### src/pkg/wit_pkg.sv
package wit_pkg;

   // ----------------------------------------------------------------
   // Reset values
   // ----------------------------------------------------------------
   localparam logic [7:0]  WIT_CNT_RESET    = 8'h00;  // Counter after reset
   localparam logic [7:0]  WIT_RCTL_RESET   = 8'h1f;  // Reset control after pin reset
   localparam logic [2:0]  WIT_CKS_RESET    = 3'h0;   // Clock select after reset

   // ----------------------------------------------------------------
   // Field positions
   // ----------------------------------------------------------------
   localparam int WIT_OVF_BIT  = 7;   // Overflow flag
   localparam int WIT_MODE_BIT = 6;   // Mode select
   localparam int WIT_EN_BIT   = 5;   // Count enable
   localparam int WIT_WDOVF_BIT = 7;  // Watchdog overflow flag
   localparam int WIT_RSTEN_BIT = 6;  // Reset enable
   localparam int WIT_RTYPE_BIT = 5;  // Reset type select
   localparam logic [1:0] WIT_CTRL_RSVD = 2'h3;   // Bits 4..3 read one
   localparam logic [4:0] WIT_RCTL_RSVD = 5'h1f;  // Bits 4..0 read one

   // ----------------------------------------------------------------
   // Register select codes and write keys (upper byte of a word write)
   // ----------------------------------------------------------------
   localparam logic [1:0] WIT_SEL_CSR  = 2'h0;   // Control/status, shared write slot
   localparam logic [1:0] WIT_SEL_CNT  = 2'h1;   // Counter read slot
   localparam logic [1:0] WIT_SEL_RST  = 2'h2;   // Reset control/status
   localparam logic [7:0] WIT_KEY_CNT  = 8'h5a;  // Word write goes to counter
   localparam logic [7:0] WIT_KEY_CSR  = 8'ha5;  // Word write goes to control/status
   localparam logic [7:0] WIT_KEY_WDOVF = 8'ha5;  // Clears watchdog overflow flag
   localparam logic [7:0] WIT_KEY_RSTEN = 8'h5a;  // Writes reset enable and type

   // ----------------------------------------------------------------
   // Timing, in clock states (one state is one clk cycle)
   // ----------------------------------------------------------------
   localparam int WIT_RST_HOLD_STATES = 518;  // Internal reset width
   localparam int WIT_LOCK_STATES     = 132;  // Write lockout after overflow
   localparam int WIT_RST_HOLD_CYCLES = WIT_RST_HOLD_STATES * 1;
   localparam int WIT_LOCK_CYCLES     = WIT_LOCK_STATES * 1;
   localparam int WIT_TMR_W           = 10;   // Hold/lock timer width
   localparam int WIT_PRE_W           = 11;   // Prescaler width, largest tap /2048

   // ----------------------------------------------------------------
   // Types
   // ----------------------------------------------------------------
   typedef struct packed {
      logic       ovf;   // Overflow flag
      logic       mode;  // 1 watchdog, 0 interval
      logic       en;    // Count enable
      logic [2:0] cks;   // Clock select
   } wit_ctrl_type;

   typedef struct packed {
      logic wdovf;  // Watchdog overflow flag
      logic rsten;  // Reset enable
      logic rtype;  // Reset type select
   } wit_rctl_type;

   typedef struct packed {
      logic        rd;       // Read strobe
      logic        wr_word;  // Word write strobe
      logic        wr_byte;  // Byte write strobe, always ignored
      logic [1:0]  sel;      // Register select
      logic [15:0] wdata;    // Key in upper byte, data in lower byte
   } wit_bus_req_type;

   typedef enum logic [2:0] {
      WIT_ST_NORMAL = 3'b001,  // Counting, writes accepted
      WIT_ST_HOLD   = 3'b010,  // Internal chip reset asserted
      WIT_ST_LOCK   = 3'b100   // Writes refused after overflow
   } wit_state_type;

   localparam wit_ctrl_type WIT_CTRL_RESET = '{ovf: 1'b0, mode: 1'b0, en: 1'b0,
                                               cks: WIT_CKS_RESET};

endpackage

### src/design/wit_watchdog_unit.sv
`timescale 1ns/1ps
// Operation
// - Readable writable 8-bit counter increments on prescaled clock
// - Counter is zero after reset
// - Enable bit starts counter; clearing it zeroes
// - Wrap from all ones sets overflow flag in interval mode
// - Overflow flag clears after read-one then write-zero
// - Internal reset clears overflow flag automatically
// - Mode bit: zero interval, one watchdog
// - Interval mode raises interrupt on every overflow
// - Clock select codes 000/001/100 give /2,/64,/2048
// - Reserved bits read one, writes ignored
// - Watchdog flag sets on overflow only in watchdog
// - Watchdog flag clears after read-one then write-zero
// - Reset enable makes overflow reset the chip
// - Without reset enable, reset counter and control only
// - Reset type bit zero selects power-on reset; rtype is only stored and read back, chip_reset_q does not depend on it
// - Reset control keeps value through internal reset
// - Protected registers need keyed write sequence
// - Only word writes accepted, byte writes ignored
// - Internal reset held for 518 states
// - Pin reset wins and leaves watchdog flag clear
// - Counter write beats a coinciding increment
module wit_watchdog_unit
   import wit_pkg::*;
(
   input  wire logic             clk,             // System clock
   input  wire logic             resetn,          // External reset pin, active low
   input  wire wit_bus_req_type  bus_req,         // Register access request
   output logic      [7:0]       rdata_q,         // Read data, loaded on read strobe
   output logic                  chip_reset_q,    // Internal power-on reset request
   output logic                  interval_irq_q   // Interval interrupt level
);

   // ----------------------------------------------------------------
   // Prescaler tap decoding
   // ----------------------------------------------------------------
   function automatic logic [WIT_PRE_W-1:0] div_mask(input logic [2:0] cks);
      unique case (cks)
         3'h0:    div_mask = 11'h001;  // /2
         3'h1:    div_mask = 11'h03f;  // /64
         3'h2:    div_mask = 11'h007;  // /8
         3'h3:    div_mask = 11'h01f;  // /32
         3'h4:    div_mask = 11'h7ff;  // /2048
         3'h5:    div_mask = 11'h0ff;  // /256
         3'h6:    div_mask = 11'h1ff;  // /512
         default: div_mask = 11'h3ff;  // /1024
      endcase
   endfunction

   // ----------------------------------------------------------------
   // State
   // ----------------------------------------------------------------
   logic [WIT_PRE_W-1:0] pre_q, pre_d;          // Free running prescaler
   logic [7:0]           cnt_q, cnt_d;          // Watchdog counter
   wit_ctrl_type         ctrl_q, ctrl_d;        // Timer control/status
   wit_rctl_type         rst_q, rst_d;          // Reset control/status
   logic                 ovf_arm_q, ovf_arm_d;  // Overflow seen as one by a read
   logic                 wdovf_arm_q;           // Watchdog flag seen as one
   logic                 wdovf_arm_d;           // Next watchdog flag arm
   wit_state_type        st_q, st_d;            // Overflow sequencing
   logic [WIT_TMR_W-1:0] tmr_q, tmr_d;          // Hold/lock timer
   logic [7:0]           rdata_d;               // Next read data
   logic                 chip_reset_d;          // Next reset request
   logic                 irq_d;                 // Next interrupt level

   // ----------------------------------------------------------------
   // Decode
   // ----------------------------------------------------------------
   logic tick;      // Prescaled count pulse
   logic wr_ok;     // Word write while writes allowed
   logic cnt_wr;    // Counter write taken
   logic csr_wr;    // Control write taken
   logic wdovf_wr;  // Watchdog flag clear attempt
   logic rsten_wr;  // Reset enable/type write
   logic ovf_evt;   // Counter wraps this cycle
   logic wd_ovf;    // Wrap in watchdog mode
   logic [7:0] ctrl_rd;  // Control read image
   logic [7:0] rst_rd;   // Reset control read image

   // Prescaler tap and write qualification
   always_comb begin
      tick    = (pre_q & div_mask(ctrl_q.cks)) == div_mask(ctrl_q.cks);
      // Byte writes never qualify
      wr_ok   = bus_req.wr_word && (st_q == WIT_ST_NORMAL);
      cnt_wr  = wr_ok && bus_req.sel == WIT_SEL_CSR
                && bus_req.wdata[15:8] == WIT_KEY_CNT;
      csr_wr  = wr_ok && bus_req.sel == WIT_SEL_CSR
                && bus_req.wdata[15:8] == WIT_KEY_CSR;
      wdovf_wr = wr_ok && bus_req.sel == WIT_SEL_RST
                 && bus_req.wdata[15:8] == WIT_KEY_WDOVF;
      rsten_wr = wr_ok && bus_req.sel == WIT_SEL_RST
                 && bus_req.wdata[15:8] == WIT_KEY_RSTEN;
      // Write wins over a coinciding increment
      ovf_evt = ctrl_q.en && tick && !cnt_wr && cnt_q == 8'hff;
      wd_ovf  = ovf_evt && ctrl_q.mode;
      ctrl_rd = {ctrl_q.ovf, ctrl_q.mode, ctrl_q.en, WIT_CTRL_RSVD, ctrl_q.cks};
      rst_rd  = {rst_q.wdovf, rst_q.rsten, rst_q.rtype, WIT_RCTL_RSVD};
   end

   // ----------------------------------------------------------------
   // Counter and timer control/status
   // ----------------------------------------------------------------
   always_comb begin
      pre_d     = pre_q + 1'b1;
      cnt_d     = cnt_q;
      ctrl_d    = ctrl_q;
      ovf_arm_d = ovf_arm_q;
      // Counter write or increment
      if (cnt_wr) begin
         cnt_d = bus_req.wdata[7:0];
      end else if (ctrl_q.en && tick) begin
         cnt_d = cnt_q + 8'h01;
      end
      // Control write, flag only cleared when armed
      if (csr_wr) begin
         ctrl_d.mode = bus_req.wdata[WIT_MODE_BIT];
         ctrl_d.en   = bus_req.wdata[WIT_EN_BIT];
         ctrl_d.cks  = bus_req.wdata[2:0];
         if (!bus_req.wdata[WIT_OVF_BIT] && ovf_arm_q) begin
            ctrl_d.ovf = 1'b0;
         end
         ovf_arm_d = 1'b0;
      end
      // Reading the flag as one arms the clear
      if (bus_req.rd && bus_req.sel == WIT_SEL_CSR && ctrl_q.ovf) begin
         ovf_arm_d = 1'b1;
      end
      // Disabled counter stays at zero
      if (!ctrl_d.en) begin
         cnt_d = WIT_CNT_RESET;
      end
      // Set wins over clear
      if (ovf_evt) begin
         ctrl_d.ovf = 1'b1;
      end
      // Watchdog overflow or internal reset clears counter and control
      if (wd_ovf || st_q == WIT_ST_HOLD) begin
         cnt_d     = WIT_CNT_RESET;
         ctrl_d    = WIT_CTRL_RESET;
         ovf_arm_d = 1'b0;
      end
   end

   // ----------------------------------------------------------------
   // Reset control/status, survives internal reset
   // ----------------------------------------------------------------
   always_comb begin
      rst_d       = rst_q;
      wdovf_arm_d = wdovf_arm_q;
      if (rsten_wr) begin
         rst_d.rsten = bus_req.wdata[WIT_RSTEN_BIT];
         rst_d.rtype = bus_req.wdata[WIT_RTYPE_BIT];
      end
      if (wdovf_wr) begin
         if (!bus_req.wdata[WIT_WDOVF_BIT] && wdovf_arm_q) begin
            rst_d.wdovf = 1'b0;
         end
         wdovf_arm_d = 1'b0;
      end
      // Reads not acknowledged during lockout
      if (bus_req.rd && bus_req.sel == WIT_SEL_RST && rst_q.wdovf
          && st_q == WIT_ST_NORMAL) begin
         wdovf_arm_d = 1'b1;
      end
      // Set wins over clear; interval overflow never sets it
      if (wd_ovf) begin
         rst_d.wdovf = 1'b1;
      end
   end

   // ----------------------------------------------------------------
   // Overflow sequencing: chip reset hold and write lockout
   // ----------------------------------------------------------------
   always_comb begin
      st_d  = st_q;
      tmr_d = tmr_q + 1'b1;
      unique case (st_q)
         WIT_ST_NORMAL: begin
            tmr_d = '0;
            if (wd_ovf) begin
               st_d = rst_q.rsten ? WIT_ST_HOLD : WIT_ST_LOCK;
            end
         end
         WIT_ST_HOLD: begin
            if (int'(tmr_q) == WIT_RST_HOLD_CYCLES - 1) begin
               st_d = WIT_ST_NORMAL;
            end
         end
         WIT_ST_LOCK: begin
            if (int'(tmr_q) == WIT_LOCK_CYCLES - 1) begin
               st_d = WIT_ST_NORMAL;
            end
         end
      endcase
      chip_reset_d = (st_d == WIT_ST_HOLD);
      irq_d        = ctrl_d.ovf && !ctrl_d.mode;
   end

   // ----------------------------------------------------------------
   // Read data
   // ----------------------------------------------------------------
   always_comb begin
      rdata_d = rdata_q;
      if (bus_req.rd) begin
         unique case (bus_req.sel)
            WIT_SEL_CSR: rdata_d = ctrl_rd;
            WIT_SEL_CNT: rdata_d = cnt_q;
            WIT_SEL_RST: rdata_d = rst_rd;
            default:     rdata_d = 8'h00;  // Unmapped select
         endcase
      end
   end

   // ----------------------------------------------------------------
   // Registers; the pin reset clears everything
   // ----------------------------------------------------------------
   always_ff @(posedge clk or negedge resetn) begin
      if (!resetn) begin
         pre_q          <= '0;
         cnt_q          <= WIT_CNT_RESET;
         ctrl_q         <= WIT_CTRL_RESET;
         rst_q          <= '{wdovf: WIT_RCTL_RESET[WIT_WDOVF_BIT],
                             rsten: WIT_RCTL_RESET[WIT_RSTEN_BIT],
                             rtype: WIT_RCTL_RESET[WIT_RTYPE_BIT]};
         ovf_arm_q      <= 1'b0;
         wdovf_arm_q    <= 1'b0;
         st_q           <= WIT_ST_NORMAL;
         tmr_q          <= '0;
         rdata_q        <= 8'h00;
         chip_reset_q   <= 1'b0;
         interval_irq_q <= 1'b0;
      end else begin
         pre_q          <= pre_d;
         cnt_q          <= cnt_d;
         ctrl_q         <= ctrl_d;
         rst_q          <= rst_d;
         ovf_arm_q      <= ovf_arm_d;
         wdovf_arm_q    <= wdovf_arm_d;
         st_q           <= st_d;
         tmr_q          <= tmr_d;
         rdata_q        <= rdata_d;
         chip_reset_q   <= chip_reset_d;
         interval_irq_q <= irq_d;
      end
   end

   // ----------------------------------------------------------------
   // Checks
   // ----------------------------------------------------------------
   logic [WIT_TMR_W-1:0] rst_len_q;  // Cycles the reset request has stood

   // Reset width counter for checking
   always_ff @(posedge clk or negedge resetn) begin
      if (!resetn) begin
         rst_len_q <= '0;
      end else begin
         rst_len_q <= chip_reset_q ? rst_len_q + 1'b1 : '0;
      end
   end
endmodule

### config.mk
export PLATFORM = sky130hd
export DESIGN_NAME = wit_watchdog_unit
export DESIGN_NICKNAME = d
export VERILOG_FILES = /design/src/pkg/wit_pkg.sv /design/src/design/wit_watchdog_unit.sv
export SDC_FILE = /design/constraint.sdc
export NUM_CORES = 1
export LEC_CHECK = 0
export BUFFER_PORTS_ARGS = -buffer_cell sky130_fd_sc_hd__buf_2
export CAP_MARGIN = 20
export CORE_ASPECT_RATIO = 2
export CORE_MARGIN = 1
export CORE_UTILIZATION = 57
export CTS_CLUSTER_DIAMETER = 100
export CTS_CLUSTER_SIZE = 10
export DETAILED_ROUTE_END_ITERATION = 10
export GPL_ROUTABILITY_DRIVEN = 1
export PLACE_DENSITY_LB_ADDON = 0.05
export SLEW_MARGIN = 15
export SYNTH_ARGS = -nofsm -noshare
export SYNTH_HDL_FRONTEND = slang
export SYNTH_SLANG_ARGS = --single-unit
### constraint.sdc
create_clock -name clk -period 2.3 [get_ports clk]
set_input_delay 0.23 -clock clk [delete_from_list [all_inputs] [get_ports clk]]
set_output_delay 0.23 -clock clk [all_outputs]
set_load 0.005 [all_outputs]
# After elaboration in Yosys (flattened, before gate mapping)
# Cells that the tools add are included.
dict set report word_totals {
  ff_bits 53
  in_bits 23
  out_inout_bits 10
  word_cells 94
}
dict set report classes {
  add_sub_neg 3
  eq_ne 19
  muxes 24
  bitwise 1
  reduce_logical 31
}
# operator n
set op_table {}
lappend op_table {{$pmux 11 s7} 1}
lappend op_table {{$mux 8} 4}
lappend op_table {{$pmux 8 s3} 1}
lappend op_table {{$logic_and 1x1->1} 19}
lappend op_table {{$eq 8x8->1 const B} 2}
lappend op_table {{$eq 3x2->1 const B} 4}
lappend op_table {{$eq 3x3->1 const B} 4}
lappend op_table {{$mux 3} 4}
lappend op_table {{$mux 6} 2}
lappend op_table {{$add 11x1->11 const B} 1}
lappend op_table {{$and 11x11->11} 1}
lappend op_table {{$eq 11x11->1} 1}
lappend op_table {{$add 10x1->10 const B} 1}
lappend op_table {{$eq 10x10->1 const B} 1}
lappend op_table {{$eq 10x9->1 const B} 1}
lappend op_table {{$mux 1} 10}
lappend op_table {{$mux 10} 1}
lappend op_table {{$pmux 3 s3} 1}
lappend op_table {{$add 8x1->8 const B} 1}
lappend op_table {{$eq 8x7->1 const B} 1}
lappend op_table {{$reduce_bool 2->1} 4}
lappend op_table {{$eq 3x1->1 const B} 2}
lappend op_table {{$ne 4x3->1 const B} 1}
lappend op_table {{$logic_not 1->1} 3}
lappend op_table {{7 further kinds} 7}

# Depth between registers and ports, before layout
dict set report logic_depth {
  depth_word 12
  ltp_mapped 7
  mapped_depth_nobuf 7
}

# Worst setup path after synthesis
# No wires, ideal clock.
dict set report synth_timing {
  kind {register to register}
  from {reg st_q[0]}
  to {reg cnt_q[0]}
  setup_ns 0.095
  t_arrival_ns 1.892
  required_time_ns 2.205
  slack_ns 0.313
  path_stages_with_launch 6
  period_less_slack_ns 1.987
  cell_sequence {dfstp_2 -> nor3b_1 -> nand4_1 -> mux2_2 -> nand3_1 -> a211oi_1}
}
dict set report synth_via {
  elab_chain_len 10
  word_cells_on_any_way 16
  classes_between {3 x eq/ne; 4 x mux; 9 x reduce/logical}
}
# element line_no
set synth_lines {}
lappend synth_lines {{start: declaration} wit_watchdog_unit.sv:61} ;# wit_state_type st_q, st_d;
lappend synth_lines {{start signal: assignment} wit_watchdog_unit.sv:240} ;# st_q <= st_d;
lappend synth_lines {{$eq 3x1->1} wit_watchdog_unit.sv:85} ;# wr_ok = bus_req.wr_word && (st_q == WIT_ST_NORMAL);
lappend synth_lines {{$logic_and 1x1->1} wit_watchdog_unit.sv:85}
lappend synth_lines {{$logic_and 1x1->1} {wit_watchdog_unit.sv:86, wit_watchdog_unit.sv:88}}
lappend synth_lines {{$logic_and 1x1->1} wit_watchdog_unit.sv:87} ;# && bus_req.wdata[15:8] == WIT_KEY_CNT;
lappend synth_lines {{$logic_not 1->1} wit_watchdog_unit.sv:95} ;# ovf_evt = ctrl_q.en && tick && !cnt_wr && cnt_q == 8'hff;
lappend synth_lines {{$logic_and 1x1->1 (2 in a row)} wit_watchdog_unit.sv:95}
lappend synth_lines {{$logic_and 1x1->1} wit_watchdog_unit.sv:96} ;# wd_ovf = ovf_evt && ctrl_q.mode;
lappend synth_lines {{$logic_or 1x1->1} wit_watchdog_unit.sv:138} ;# if (wd_ovf || st_q == WIT_ST_HOLD) begin
lappend synth_lines {{$ne 4x3->1 (no line) or $mux 8 (tied branches)} --}
lappend synth_lines {{end signal: assignment} wit_watchdog_unit.sv:235} ;# cnt_q <= cnt_d;
lappend synth_lines {{end: declaration} wit_watchdog_unit.sv:55} ;# logic [7:0] cnt_q, cnt_d;
# Parallel ways exist; a longest one is shown, timed or not. The select of a mux whose other input is x is not followed.
# A chain may end at the register's enable or synchronous reset.

# Worst setup path after layout
dict set report layout_timing {
  from {reg cnt_q[1]}
  to {reg chip_reset_q}
}
dict set report layout_via {
  elab_chain_len 6
}
# element line_no
set layout_lines {}
lappend layout_lines {{$eq 8x8->1} wit_watchdog_unit.sv:95}
lappend layout_lines {{$logic_and 1x1->1} wit_watchdog_unit.sv:95}
lappend layout_lines {{$logic_and 1x1->1} wit_watchdog_unit.sv:96}
lappend layout_lines {{$mux 3} wit_watchdog_unit.sv:181} ;# if (wd_ovf) begin
lappend layout_lines {{$pmux 3 s3} wit_watchdog_unit.sv:178} ;# unique case (st_q)
lappend layout_lines {{via st_d[2]} wit_watchdog_unit.sv:61}
lappend layout_lines {{$eq 3x2->1} wit_watchdog_unit.sv:196} ;# chip_reset_d = (st_d == WIT_ST_HOLD);
lappend layout_lines {{via chip_reset_d} wit_watchdog_unit.sv:64} ;# logic chip_reset_d;
lappend layout_lines {{end signal: assignment} wit_watchdog_unit.sv:243} ;# chip_reset_q <= chip_reset_d;
lappend layout_lines {{end: declaration} wit_watchdog_unit.sv:31} ;# output logic chip_reset_q,
# The timed path passes the listed nets, and every way through them passes these cells.

==> results.md <==
* Failing checks: hold timing
* Placer Congestion at 0.901
* Setup crit end kind: register
* CP delay by family, top: simple AND/OR/NAND/NOR gates
* Final setup skew at 0.00857 ns
* CTS clk-pin slew, worst paths at 0.09 ns
* Drt initial violations at 50
* Endpoints failing setup at 0
* CTS tree: yes
* Crit path kind: reg2reg
* IO Pins at 33
* Synth warn at 0
* Most common cell after layout, fill and taps aside: dfrtp_1
* CP bufs+invs at 1
* CTS Buffer Depth at 2
* Core Footprint at approximately 4600 sq um
* Crit-path cells: ha_1 -> nand4_1 -> nor3_1 -> nand2_1 -> buf_4 -> a2111o_1 -> a21oi_1 -> nor3_2
* Root Buffer: clkbuf_8
* First-pass GRT wire length at slightly below 10,000 um
* Synthesized area per cell at 9.71 sq um
* Top_reg_cell synth: dfrtp_1
* Overall Global Routing Usage at between 20% and 30%
* DRC Markers at 0
* Cell Area, Synth at roughly 2700 sq um
* Max-slew violations at 0
* Vias in the first global route at ~2,200
* Worst setup SP type: register
* Hold_ws at -0.00781 ns
* Die ar. at 5010 sq um
* Run status: finished with violations
* CP Data Arrival Time at ~2.3 ns
* Critical-path top delay cell: dfrtp_1
* Total gr overflow at 0
* Pin slew with the least headroom to its limit at 0.756 ns
* CTS H-tree lvls at 2
* 1st-pass router iterations at 4
* Post-synth EDFFs at 0
* Worst-path maximum fanout at 4
* Share of cells above drive strength 1 at between 15 and 20%
* Initial Util at 59.1%
* Final non-filler cell total at between 300 and 400
* Worst skew pair latency at approximately 0.3 ns
* Yosys cell types at 43
* Area Growth Syn to Fin at 13.3%
* Chip Width at slightly above 50 um
* Max-cap viol count at 0
* Most frequent cells in the layout: 52 x dfrtp_1, 40 x nor2_1, 31 x buf_2
* Final min period at between 2 and 2.5 ns
* Largest net degree at the start of global routing at 36
* # diodes at 0
* DP HPWL at around 4700 um
* Antenna viol nets, final at 0
* Dpl cells at about 370
* Per-cell routed wire length at approximately 16 um
* Net Count, Synth at 304
* Max-slew headroom at 49.6%
* Setup TNS at 0 ns
* Placed cell areas at 2970 sq um
* Worst EP required at ~2.5 ns
* Critical path's largest stage delay at slightly above 0.4 ns
* Clock sinks at 53
* RSZ-0062 raised after global routing: false
* Final std cell area, no fill at slightly above 3000 sq um
* Rows at 35
* Setup Buffers After CTS at 0
* Seq cells post-synth at between 50 and 60
* PwrDens at approximately 510 nW/um^2
* Worst hold-check path type: in2async
* Nets at roughly 350
* Period Utilization, post-route at about 90%
* Vias per cell at around 5.8
* Post-synth ARST share at 100%
* IO Port Bufs at 31
* Vias at approximately 2,200
* Finished Core Util at between 60% and 70%
* Clock buffer count from CTS at 5
* Post-CTS sizing at 0
* Final Hold Fails at 24
* Mapped Cells at roughly 280
* Seq/Total Area, Yosys at roughly half
* Initial antenna violation count at 0
* Total power at 1.54 mW
* CTS Hold Bufs at 0
* Pleak at about 1.4 nW
* Max frequency at 0.475 GHz
* Die Ht at between 90 and 100 um
* WL final at 6090 um
* Peak VDD IR at ~460 uV
==> through the flow <==
step	hold slack (ns)	worst slack, ns
floorplan	-0.0656	0.313
global placement	0.340	0.247
detailed placement	0.341	0.212
CTS	0.00440	0.201
global route	0.0522	0.0261
finish	-0.00781	0.196
==> cell usage after synthesis (all sizes together), types with 3 or more instances <==
cell type  instances  area share, %
nand2b             4           0.93
xor2               8            2.6
a21oi             12            2.2
o21ai             11            2.0
ha                 4            1.9
and3               4           0.93
nor4bb             4            1.5
nor3               8            1.7
nor2              40            5.6
mux2i             10            3.7
dfrtp             52             48
nand2             20            2.8
and2               3           0.70
or3                3           0.70
inv               14            2.0
nand4              8            1.9
o311ai             3           0.98
a211oi             8            2.2
xnor2             13            4.2
mux2               3            1.3
nand3             13            2.4
clkbuf             7           0.98
==> routing by layer <==
layer / GRT usage, % / vias up / wire length (um)
li1: - / 1066 / -
met1: 26.5 / 1053 / 2170
met2: 51.4 / 38 / 3530
met3: 2.91 / 19 / 130
met4: 15.6 / 0 / 251
met5: 0 / - / 0
==> flip-flops by register name, indices dropped and copies added (netlist names) <==
| register | flops |
|---|---|
| interval_irq_q | 1 |
| chip_reset_q | 1 |
| st_q | 3 |
| ctrl_q | 6 |
| wdovf_arm_q | 1 |
| rst_q | 3 |
| tmr_q | 10 |
| cnt_q | 8 |
| ovf_arm_q | 1 |
| pre_q | 11 |
| rdata_q | 8 |
==> power by group <==
| part | switching, mW | internal [mW] |
|---|---|---|
| Sequential | 0.00567 | 0.943 |
| Combinational | 0.0522 | 0.0348 |
| Clock | 0.293 | 0.212 |
| Total | 0.351 | 1.19 |
==> kinds of logic after synthesis <==
kind of cell | after synthesis | share of synthesized area [%]
AOI/OAI and AO/OA | 47 | 11.9
muxes | 13 | 4.98
and+or+nand+nor | 117 | 22.0
buffers and inverters | 22 | 3.12
adders and majority gates | 4 | 1.86
DFF | 53 | 49.3
xor gates and xnor gates | 21 | 6.84
==> cell type report <==
cell class	count	area [sq um]
Tap cell	55	68.8
Clock buffer	6	72.6
Multi-Input combinational cell	202	1280
Timing Repair Buffer	42	238
Sequential cell	53	1330
Inverter	14	52.6
Clock inverter	2	10.0
Fill cell	399	1510
==> path summary, 6_finish.rpt <==
path | startpoint | end | slack, ns | depth (start not counted)
worst max register to register | cnt_q[1]$_DFFE_PN0P_ | chip_reset_q$_DFF_PN0_ | 0.20 | 8
worst max-delay path | cnt_q[1]$_DFFE_PN0P_ | chip_reset_q$_DFF_PN0_ | 0.20 | 8
worst min register to register | pre_q[10]$_DFF_PN0_ | pre_q[10]$_DFF_PN0_ | 0.49 | 1
max in group asynchronous | resetn | wdovf_arm_q$_DFFE_PN0P_ | 1.67 | 2
min in group clk | bus_req[0] | ctrl_q[0]$_DFFE_PN0P_ | 0.20 | 3
worst min-delay path | resetn | pre_q[4]$_DFF_PN0_ | -0.008 | 1
Power figures use the tool's default switching activity.
